===== src/opd_regs.svh =====
`ifndef OPD_REGS_SVH
`define OPD_REGS_SVH

// ==========================================================
// Register offsets
`define OPD_ADDR_W 8
`define OPD_CTRL_OFS 8'h00
`define OPD_DTIME_OFS 8'h04
`define OPD_STATUS_OFS 8'h08
`define OPD_IRQ_STAT_OFS 8'h0C
`define OPD_IRQ_MASK_OFS 8'h10
`define OPD_START_SPD_OFS 8'h14

// ==========================================================
// Field positions
`define OPD_CTRL_EN_LSB 0
`define OPD_CTRL_JUDGE_BIT 2
`define OPD_CTRL_MOTORLESS_BIT 3
`define OPD_CTRL_CLR_BIT 8
`define OPD_STAT_SUB_LSB 4
`define OPD_STAT_CODE_LSB 8
`define OPD_STAT_GATE_BIT 16
`define OPD_STAT_OPEN_BIT 17
`define OPD_IRQ_ALARM_BIT 0
`define OPD_IRQ_ARMED_BIT 1

// ==========================================================
// Encodings and reset values
`define OPD_EN_OFF 2'h0
`define OPD_EN_AUTO 2'h1
`define OPD_EN_TIMED 2'h2
`define OPD_JUDGE_MOTOR 1'h0
`define OPD_JUDGE_CMD 1'h1
`define OPD_MOTORLESS_ON 1'h1
`define OPD_ALARM_CODE 8'h8B
`define OPD_SUB_CMD 4'h1
`define OPD_SUB_MOTOR 4'h2
`define OPD_CTRL_RST 4'h0
`define OPD_DTIME_RST 16'h0000
`define OPD_MASK_RST 2'h0

// ==========================================================
// Timing and speed
`define OPD_CLK_PERIOD_NS 4
`define OPD_TIME_STEP_NS 100000000
`define OPD_AUTO_TIME_MS 3000
`define OPD_TIME_STEP_MS 100
`define OPD_FIXED_SPEED 16'h0032
`define OPD_START_SPD_SLOPE 16'h000A

`endif


===== src/opd_pkg.sv =====
package opd_pkg;

    typedef logic [31:0] opd_word_t;
    typedef logic [7:0] opd_addr_t;

    typedef struct packed {
        logic [2:0] sync1;
        logic [2:0] sync2;
        logic single_open;
        logic multi_open;
    } opd_mon_state_t;

    typedef struct packed {
        logic [1:0] en_sel;
        logic judge_sel;
        logic motorless_sel;
        logic [15:0] detect_time;
        logic [1:0] irq_stat;
        logic [1:0] irq_mask;
        logic [31:0] tick_cnt;
        logic [15:0] step_cnt;
        logic alarm;
        logic [3:0] sub_code;
        logic gate_d;
        logic irq;
        logic [31:0] rdata;
    } opd_state_t;

endpackage : opd_pkg


===== src/opd_top.sv =====
`timescale 1ns/1ps
`include "opd_regs.svh"

module opd_top
#(
    parameter int unsigned TICK_CYCLES =
        `OPD_TIME_STEP_NS / `OPD_CLK_PERIOD_NS
)
(
    input wire logic clk,
    input wire logic reset_n,
    input wire opd_pkg::opd_addr_t reg_addr,
    input wire opd_pkg::opd_word_t reg_wdata,
    input wire logic reg_wr,
    input wire logic reg_rd,
    output opd_pkg::opd_word_t reg_rdata,
    input wire logic [2:0] phase_current_present,
    input wire logic [15:0] motor_speed_mag,
    input wire logic [15:0] command_speed_mag,
    input wire logic servo_on,
    input wire logic other_alarm_active,
    input wire logic brake_interlock_output,
    output logic open_phase_alarm,
    output logic [3:0] open_phase_sub_code,
    output logic irq
);
    import opd_pkg::*;

    localparam logic [31:0] TICK_LAST = 32'(TICK_CYCLES - 1);
    localparam logic [15:0] AUTO_STEPS =
        16'(`OPD_AUTO_TIME_MS / `OPD_TIME_STEP_MS);

    opd_state_t s_reg;
    opd_state_t s_next;

    logic single_open;
    logic multi_open;
    logic mode_on;
    logic gate;
    logic [15:0] sel_speed;
    logic [15:0] thr_speed;
    logic [15:0] time_lim;
    logic raise;
    logic armed;
    logic clr_alarm;
    logic [1:0] irq_clr;
    logic [1:0] irq_ev;

    // ==========================================================
    // Detection start speed from detection time
    function automatic logic [15:0] start_speed(input logic [15:0] t);
        logic [15:0] diff;
        diff = AUTO_STEPS - t;
        if (t == 16'h0000 || t >= AUTO_STEPS)
        begin
            return `OPD_FIXED_SPEED;
        end
        return `OPD_FIXED_SPEED + 16'(diff * `OPD_START_SPD_SLOPE);
    endfunction : start_speed

    // ==========================================================
    // Phase monitor
    opd_phase_mon u_mon
    (
        .clk(clk),
        .reset_n(reset_n),
        .phase_current_present(phase_current_present),
        .single_open(single_open),
        .multi_open(multi_open)
    );

    // ==========================================================
    // Gating
    always_comb
    begin
        mode_on = (s_reg.en_sel == `OPD_EN_AUTO)
            || (s_reg.en_sel == `OPD_EN_TIMED);
        sel_speed = (s_reg.judge_sel == `OPD_JUDGE_CMD)
            ? command_speed_mag : motor_speed_mag;
        if (s_reg.en_sel == `OPD_EN_TIMED)
        begin
            thr_speed = start_speed(s_reg.detect_time);
        end
        else
        begin
            thr_speed = `OPD_FIXED_SPEED;
        end
        if (s_reg.en_sel == `OPD_EN_TIMED
            && s_reg.detect_time != 16'h0000)
        begin
            time_lim = s_reg.detect_time;
        end
        else
        begin
            time_lim = AUTO_STEPS;
        end
        gate = mode_on
            && (s_reg.motorless_sel != `OPD_MOTORLESS_ON)
            && !other_alarm_active
            && !brake_interlock_output
            && servo_on
            && (sel_speed >= thr_speed);
    end

    // ==========================================================
    // Next state
    always_comb
    begin
        s_next = s_reg;
        raise = 1'b0;
        armed = gate && !s_reg.gate_d;
        clr_alarm = 1'b0;
        irq_clr = 2'h0;
        s_next.gate_d = gate;
        s_next.rdata = '0;

        // Register writes
        if (reg_wr)
        begin
            unique case (reg_addr)
                `OPD_CTRL_OFS:
                begin
                    s_next.en_sel = reg_wdata[`OPD_CTRL_EN_LSB +: 2];
                    s_next.judge_sel = reg_wdata[`OPD_CTRL_JUDGE_BIT];
                    s_next.motorless_sel =
                        reg_wdata[`OPD_CTRL_MOTORLESS_BIT];
                    clr_alarm = reg_wdata[`OPD_CTRL_CLR_BIT];
                end
                `OPD_DTIME_OFS:
                begin
                    s_next.detect_time = reg_wdata[15:0];
                end
                `OPD_IRQ_STAT_OFS:
                begin
                    irq_clr = reg_wdata[1:0];
                end
                `OPD_IRQ_MASK_OFS:
                begin
                    s_next.irq_mask = reg_wdata[1:0];
                end
                default:
                begin
                end
            endcase
        end

        if (clr_alarm)
        begin
            s_next.alarm = 1'b0;
            s_next.sub_code = 4'h0;
        end

        // Open-phase timer
        if (gate && single_open && !s_reg.alarm)
        begin
            if (s_reg.tick_cnt >= TICK_LAST)
            begin
                s_next.tick_cnt = '0;
                if (17'(s_reg.step_cnt) + 17'h00001 >= 17'(time_lim))
                begin
                    raise = 1'b1;
                    s_next.step_cnt = '0;
                end
                else
                begin
                    s_next.step_cnt = s_reg.step_cnt + 16'h0001;
                end
            end
            else
            begin
                s_next.tick_cnt = s_reg.tick_cnt + 32'h00000001;
            end
        end
        else
        begin
            s_next.tick_cnt = '0;
            s_next.step_cnt = '0;
        end

        // Alarm latch, set wins over clear
        if (raise)
        begin
            s_next.alarm = 1'b1;
            if (s_reg.judge_sel == `OPD_JUDGE_CMD)
            begin
                s_next.sub_code = `OPD_SUB_CMD;
            end
            else
            begin
                s_next.sub_code = `OPD_SUB_MOTOR;
            end
        end

        // Interrupt status
        irq_ev = 2'h0;
        irq_ev[`OPD_IRQ_ALARM_BIT] = raise;
        irq_ev[`OPD_IRQ_ARMED_BIT] = armed;
        s_next.irq_stat = (s_reg.irq_stat & ~irq_clr) | irq_ev;
        s_next.irq = |(s_next.irq_stat & s_next.irq_mask);

        // Register reads
        if (reg_rd)
        begin
            unique case (reg_addr)
                `OPD_CTRL_OFS:
                begin
                    s_next.rdata[`OPD_CTRL_EN_LSB +: 2] = s_reg.en_sel;
                    s_next.rdata[`OPD_CTRL_JUDGE_BIT] = s_reg.judge_sel;
                    s_next.rdata[`OPD_CTRL_MOTORLESS_BIT] =
                        s_reg.motorless_sel;
                end
                `OPD_DTIME_OFS:
                begin
                    s_next.rdata[15:0] = s_reg.detect_time;
                end
                `OPD_STATUS_OFS:
                begin
                    s_next.rdata[0] = s_reg.alarm;
                    s_next.rdata[`OPD_STAT_SUB_LSB +: 4] = s_reg.sub_code;
                    s_next.rdata[`OPD_STAT_CODE_LSB +: 8] =
                        `OPD_ALARM_CODE;
                    s_next.rdata[`OPD_STAT_GATE_BIT] = s_reg.gate_d;
                    s_next.rdata[`OPD_STAT_OPEN_BIT] =
                        single_open || multi_open;
                end
                `OPD_IRQ_STAT_OFS:
                begin
                    s_next.rdata[1:0] = s_reg.irq_stat;
                end
                `OPD_IRQ_MASK_OFS:
                begin
                    s_next.rdata[1:0] = s_reg.irq_mask;
                end
                `OPD_START_SPD_OFS:
                begin
                    s_next.rdata[15:0] = thr_speed;
                end
                default:
                begin
                    s_next.rdata = '0;
                end
            endcase
        end
    end

    // ==========================================================
    // State register
    always_ff @(posedge clk or negedge reset_n)
    begin
        if (!reset_n)
        begin
            s_reg <= '0;
            s_reg.en_sel <= `OPD_EN_OFF;
            s_reg.detect_time <= `OPD_DTIME_RST;
            s_reg.irq_mask <= `OPD_MASK_RST;
        end
        else
        begin
            s_reg <= s_next;
        end
    end

    assign reg_rdata = s_reg.rdata;
    assign open_phase_alarm = s_reg.alarm;
    assign open_phase_sub_code = s_reg.sub_code;
    assign irq = s_reg.irq;
endmodule : opd_top


===== src/opd_phase_mon.sv =====
`timescale 1ns/1ps
`include "opd_regs.svh"

module opd_phase_mon
(
    input wire logic clk,
    input wire logic reset_n,
    input wire logic [2:0] phase_current_present,
    output logic single_open,
    output logic multi_open
);
    import opd_pkg::*;

    opd_mon_state_t s_reg;
    opd_mon_state_t s_next;

    // ==========================================================
    // Phase synchroniser and open-phase decode
    always_comb
    begin
        s_next = s_reg;
        s_next.sync1 = phase_current_present;
        s_next.sync2 = s_reg.sync1;
        s_next.single_open = ($countones(~s_reg.sync2) == 1);
        s_next.multi_open = ($countones(~s_reg.sync2) > 1);
    end

    always_ff @(posedge clk or negedge reset_n)
    begin
        if (!reset_n)
        begin
            s_reg <= '0;
            s_reg.sync1 <= 3'h7;
            s_reg.sync2 <= 3'h7;
        end
        else
        begin
            s_reg <= s_next;
        end
    end

    assign single_open = s_reg.single_open;
    assign multi_open = s_reg.multi_open;
endmodule : opd_phase_mon


===== config.mk =====
export PLATFORM = sky130hd
export DESIGN_NAME = opd_top
export DESIGN_NICKNAME = d
export VERILOG_FILES = /design/src/opd_pkg.sv /design/src/opd_top.sv /design/src/opd_phase_mon.sv
export VERILOG_INCLUDE_DIRS = /design/src /design/src/src
export SDC_FILE = /design/constraint.sdc
export NUM_CORES = 1
export LEC_CHECK = 0
export BUFFER_PORTS_ARGS = -buffer_cell sky130_fd_sc_hd__buf_2
export CORE_ASPECT_RATIO = 2
export CORE_UTILIZATION = 27
export DETAILED_ROUTE_END_ITERATION = 16
export HOLD_SLACK_MARGIN = 0.15
export PLACE_DENSITY_LB_ADDON = 0.3
export SLEW_MARGIN = 20
export SYNTH_ARGS = -nofsm -noshare
export SYNTH_HDL_FRONTEND = slang
export SYNTH_SLANG_ARGS = --single-unit

===== constraint.sdc =====
create_clock -name clk -period 6.4 [get_ports clk]
set_clock_uncertainty 0.1 [all_clocks]
set_input_delay 1.6 -clock clk [delete_from_list [all_inputs] [get_ports clk]]
set_output_delay 1.6 -clock clk [all_outputs]
set_load 0.03 [all_outputs]

After elaboration in Yosys (flattened, before gate mapping)
Cells that the tools add are included.

storage, ports and cells
  register bits = 119
  input port bits = 82
  output and inout port bits = 38

cells by class
  add/subtract/negate cells = 7
  multiply operators = 1
  order comparisons = 5
  equal/unequal tests = 9
  muxes and demuxes = 29
  bitwise logic cells = 6
  reductions and logical operators = 23

operators with widths
  operator                                                             number
  two-way mux 16 bit                                                   7
  two-way mux 48 bit                                                   1
  case mux 12 bit (3 select lines)                                     1
  adder 32 x 1 -> 32 bit                                               1
  adder 32 x 1 -> 32 bit, second input constant                        1
  equality test 32 x 2 -> 1 bit, second input constant                 1
  greater-or-equal comparator 32 x 25 -> 1 bit, second input constant  1
  > comparator 32 x 2 -> 1 bit, second input constant                  1
  two-way mux 32 bit                                                   1
  two-way mux 18 bit                                                   1
  adder 16 x 1 -> 17 bit, second input constant                        1
  greater-or-equal comparator 17 x 16 -> 1 bit                         1
  adder 16 x 1 -> 16 bit, second input constant                        1
  adder 6 x 16 -> 16 bit, first input constant                         1
  equality test 8 x 4 -> 1 bit, second input constant                  2
  equality test 8 x 5 -> 1 bit, second input constant                  2
  greater-or-equal comparator 16 bit                                   1
  greater-or-equal comparator 16 x 5 -> 1 bit, second input constant   1
  logical NOT 16 bit                                                   1
  multiplier 16 x 3 -> 15 bit, second input constant                   1
  nonzero test 16 bit                                                  1
  subtractor 5 x 16 -> 16 bit, first input constant                    1
  two-way mux 2 bit                                                    6
  two-way mux 5 bit                                                    2
  other kinds (21)                                                     42

Longest topological paths before layout
  word-level depth = 14
  gate-level depth with buffers = 27
  mapped depth without buffers = 24

Hierarchy
A second synthesis with hierarchy kept.

unflattened totals
  cell total of the unflattened synthesis = 773
  area total of the unflattened synthesis = 7194.4 µm²

by module, submodules not included
  module         times used  cells each  area each (µm²)
  opd_top        1           762         6949.2
  opd_phase_mon  1           11          245.2

Worst setup path after synthesis
Ideal clock, no wire load.

  kind = register -> register
  start = register s_reg[91] (netlist bit)
  end = register s_reg[72] (netlist bit)
  setup time = 0.118 ns
  data arrival time = 5.008 ns
  path slack = 1.174 ns
  cell stages (with the launch flop) = 28
  clock period less this slack = 5.226 ns
  path through = dfrtp_1 -> clkbuf_1 -> inv_1 -> ha_1 -> inv_1 -> ha_1 -> ha_1 -> inv_1 -> fa_1 -> nor2b_1 -> o2111ai_2 -> and4_1 -> o32a_1 -> o22ai_2 -> nand2_1 -> xnor2_1 -> nand2_1 -> ha_1 -> a21o_1 -> a21oi_1 -> nand2_1 -> o311ai_1 -> a21oi_2 -> nand3b_2 -> nand2b_1 -> buf_2 -> buf_6 -> nor2_1

RTL lines
  item                    line            RTL
  start, declared         opd_top.sv:33   opd_state_t s_reg;
  start signal, assigned  opd_top.sv:259  s_reg <= s_next;

==> metrics.txt <==
CTS tree done; DRT iter0 DRCs 195; Final Critical Period 5.97 ns; DRT Pass-1 Iters 4; slowest library cell on the worst path dfrtp_1; routing usage on met2 0.285; maxcap violations 0; EDFF count, synth 0; Pint 0.00116 W; Detailed Place HPWL roughly 15000 µm; FFs w/ async S/R, synth 1.00; Seq pwr share 0.395; GR Util All Layers 0.138; Worst Hold Path Cells 0; Max Buffers Root-to-Sink 2; hold buffers post-CTS 0; # clock sinks 103; reg2reg end s_reg[63]; max incr delay on CP 0.47 ns; synthesis-to-finish area growth 13.3%; top-area cell type share of the netlist area 0.332; Setup CP Type reg2reg; max reg flops 73; crit path from s_reg[91]; P_sw 0.000566 W; DR DRC count 0; setup tns final 0 ns; root buf cell clkbuf_16; Die X ~120 µm; area leader, netlist dfrtp_1; required time of the critical path 6.59 ns; layout cell share with drive strength beyond 1 0.205; largest net degree at the start of global routing 70; xor and xnor area share after synthesis 0.102; post-synthesis sequential area ratio 0.354; Final ANT Viol Nets 0; post-CTS sizing 0; CTS clk-pin slew, worst paths 0.08 ns; Slew @ Worst Pin 0.893 ns; Vias ~5600; Top delay family on crit path simple AND/OR/NAND/NOR gates; static leakage 3.81 nW; RSZ-0062 raised after global routing false; Die ar. 0.0277 mm²; Hold Startpoint u_mon.s_next[2]; flops & latches, synth 103; area of the core 0.0264 mm²; filler cell count approximately 2800; wire per inst 15.4 µm; ranking of synthesized cells by area dfrtp_1 (33%), ha_1 (11%), xnor2_1 (5.9%), mux2_2 (5.1%), xor2_1 (4.3%); flop2flop setup slack 0.43 ns; Multi-input gate area approximately 0.0043 mm²; status complete, no violations; gr busiest metal met2; Synth Instances 787; R2R Path Start s_reg[91]; multiplexer share of the synthesized area 0.0591; slew margin rel. 0.404; reg2reg path depth 23; cell row count 84; chip height 235 µm; fin cells roughly 1200; Nets between 1000 and 1500; # IOs 120; count of cell types in the netlist 74; switch share 0.328; post-synthesis simple-gate area fraction 0.203; met1 usage 0.126; Buffers & Inverters on Critical Path 3; Peak Freq 167 MHz; Synth Warn # 0; Setup crit start kind register; CP endpoint kind register; clk_lat worst skew 0.37 ns; antenna violations before repair 1; starting density of the core 0.277; register area 0.00258 mm²; Routed WL ~19000 µm; worst path arrival time approximately 6 ns; VDD IR max 0.124 mV; IO Port Bufs 87; Post CTS Setup Buffer Count 0; first-pass GRT wire length 29500 µm; Worst Hold Path EP u_mon.s_reg[2]; Critical Path Fanout Max 25; hold crit path type reg2reg; fin util 0.314; largest family of logic cells by synthesized area simple AND/OR/NAND/NOR gates; Syn Std Cell Area 0.00730 mm²; Final Slew Violations 0; prevailing post-synth register cell dfrtp_1; CTS buffer count 9; met3 Use GR 0.0150; Synth Area in Adders 0.112; Setup Viol. Count Final 0; Compound-Gate Fraction of Synth Area 0.100; clock share of power 0.343; placed cells 1193; hold_ws 0.256 ns; Placer Congestion 0.852; via/cell ratio 4.66; vias in the first global route about 5800; power per standard cell area 209 mW/mm²; GRT overflow 0; final hold vios 0; final worst-path cycle share 0.933; syn avg cell area approximately 9.3 µm²; worst path cell trace buf_4 -> nand3_1 -> xor2_1 -> ha_1 -> ha_1 -> inv_1 -> fa_1 -> nor2b_1 -> o2111ai_2 -> and4_1 -> o32a_1 -> o22ai_2 -> nand4_1 -> xnor2_1 -> xnor2_1 -> or2_1 -> ha_1 -> o311ai_1 -> a21oi_2 -> nand3b_2 -> nand2b_1 -> buf_12 -> nor2_1; Comb pwr share 0.262; H-tree levels 3; Critical Path Most Common Cell ha_1
kinds of logic after synthesis:
| logic type | after synthesis |
|---|---|
| fa+ha+maj | 64 |
| xor+xnor | 85 |
| other cells | 1 |
| compound gates | 103 |
| mux | 39 |
| simple gates | 302 |
| buf+inv | 90 |
| flops | 103 |
placed cells by master (no fill, tap or decap), drive strengths merged, types with 3 or more instances in the layout:
cell type	synthesis	layout
and3	11	11
nor3	16	16
xor2	36	36
nor2	86	86
and4	4	4
mux2i	6	6
buf	47	97
and2	5	5
ha	62	62
a211oi	3	3
nand3b	4	4
o2111ai	3	3
o32ai	3	3
o21ai	16	16
or2	5	5
nor4	5	5
a21o	10	10
conb	1	23
nand2	79	79
o211ai	3	3
nor2b	10	10
inv	33	36
a22oi	6	6
dfrtp	97	97
nand2b	9	9
nand4	14	14
clkbuf	10	10
xnor2	49	49
o22ai	4	4
or4	3	3
nand3	44	44
dfstp	6	6
mux2	33	33
a21oi	31	31
power groups by stage:
stage / registers (W) / logic (W) / clock network [W]
detailed placement: 0.000695 / 0.000454 / 0
CTS: 0.000682 / 0.000457 / 0.000610
finish: 0.000682 / 0.000452 / 0.000592
global route: 0.000684 / 0.000503 / 0.000633
global placement: 0.000695 / 0.000448 / 0
floorplan: 0.000686 / 0.000326 / 0
worst max path at each step:
stage,end,slack (ns),depth (start not counted)
detailed placement,s_reg[60],0.43,23
floorplan,s_reg[72],1.17,27
finish,s_reg[63],0.43,23
global placement,s_reg[78],0.50,22
global route,s_reg[67],0.06,24
CTS,s_reg[63],0.38,23
metal layers:
layer  vias up  wire length [µm]
li1       2815                 -
met1      2654              6620
met2       132             10600
met3        40               504
met4         0               839
met5         -                 0
synth_stat cells, types with 3 or more instances:
library cell and instances:
a211oi_1 3, ha_1 62, nor2_2 10, xnor2_1 49, a21o_1 10, nand4_1 14
nor3_1 16, nor4_1 4, nand3b_1 3, or4_1 3, clkbuf_1 10, mux2_2 33
nor2_1 76, inv_1 33, nand2b_1 8, and2_1 4, buf_4 37, and3_1 11
dfrtp_1 97, nor2b_1 10, dfstp_2 6, nand2_1 79, mux2i_1 6, o32ai_1 3
o22ai_1 3, o21ai_1 3, and4_1 4, xor2_1 36, or2_2 3, o211ai_1 3
a22oi_1 6, o21ai_0 13, a21oi_1 29, buf_6 3, buf_2 6, nand3_1 44
area by class of cell:
| class | instances | share of cell area |
|---|---|---|
| well taps | 344 | 0.0520 |
| multi-input cells | 616 | 0.519 |
| clock inverters | 6 | 0.0104 |
| repair buffers | 97 | 0.0635 |
| diodes | 1 | 0.000302 |
| flip-flops and latches | 103 | 0.312 |
| clock buffers | 10 | 0.0277 |
| inverters | 33 | 0.0150 |
stage by stage:
| step | setup slack (ns) | power [W] | instance area, µm² |
|---|---|---|---|
| 2_1_floorplan | 1.17 | 0.00101 | 7380 |
| 3_3_place_gp | 0.500 | 0.00114 | 7960 |
| 3_5_place_dp | 0.426 | 0.00115 | 7960 |
| 4_1_cts | 0.385 | 0.00175 | 8270 |
| 5_1_grt | 0.0650 | 0.00182 | 8270 |
| 6_report | 0.428 | 0.00173 | 8280 |
No activity file was read; power rests on OpenSTA's default activity.
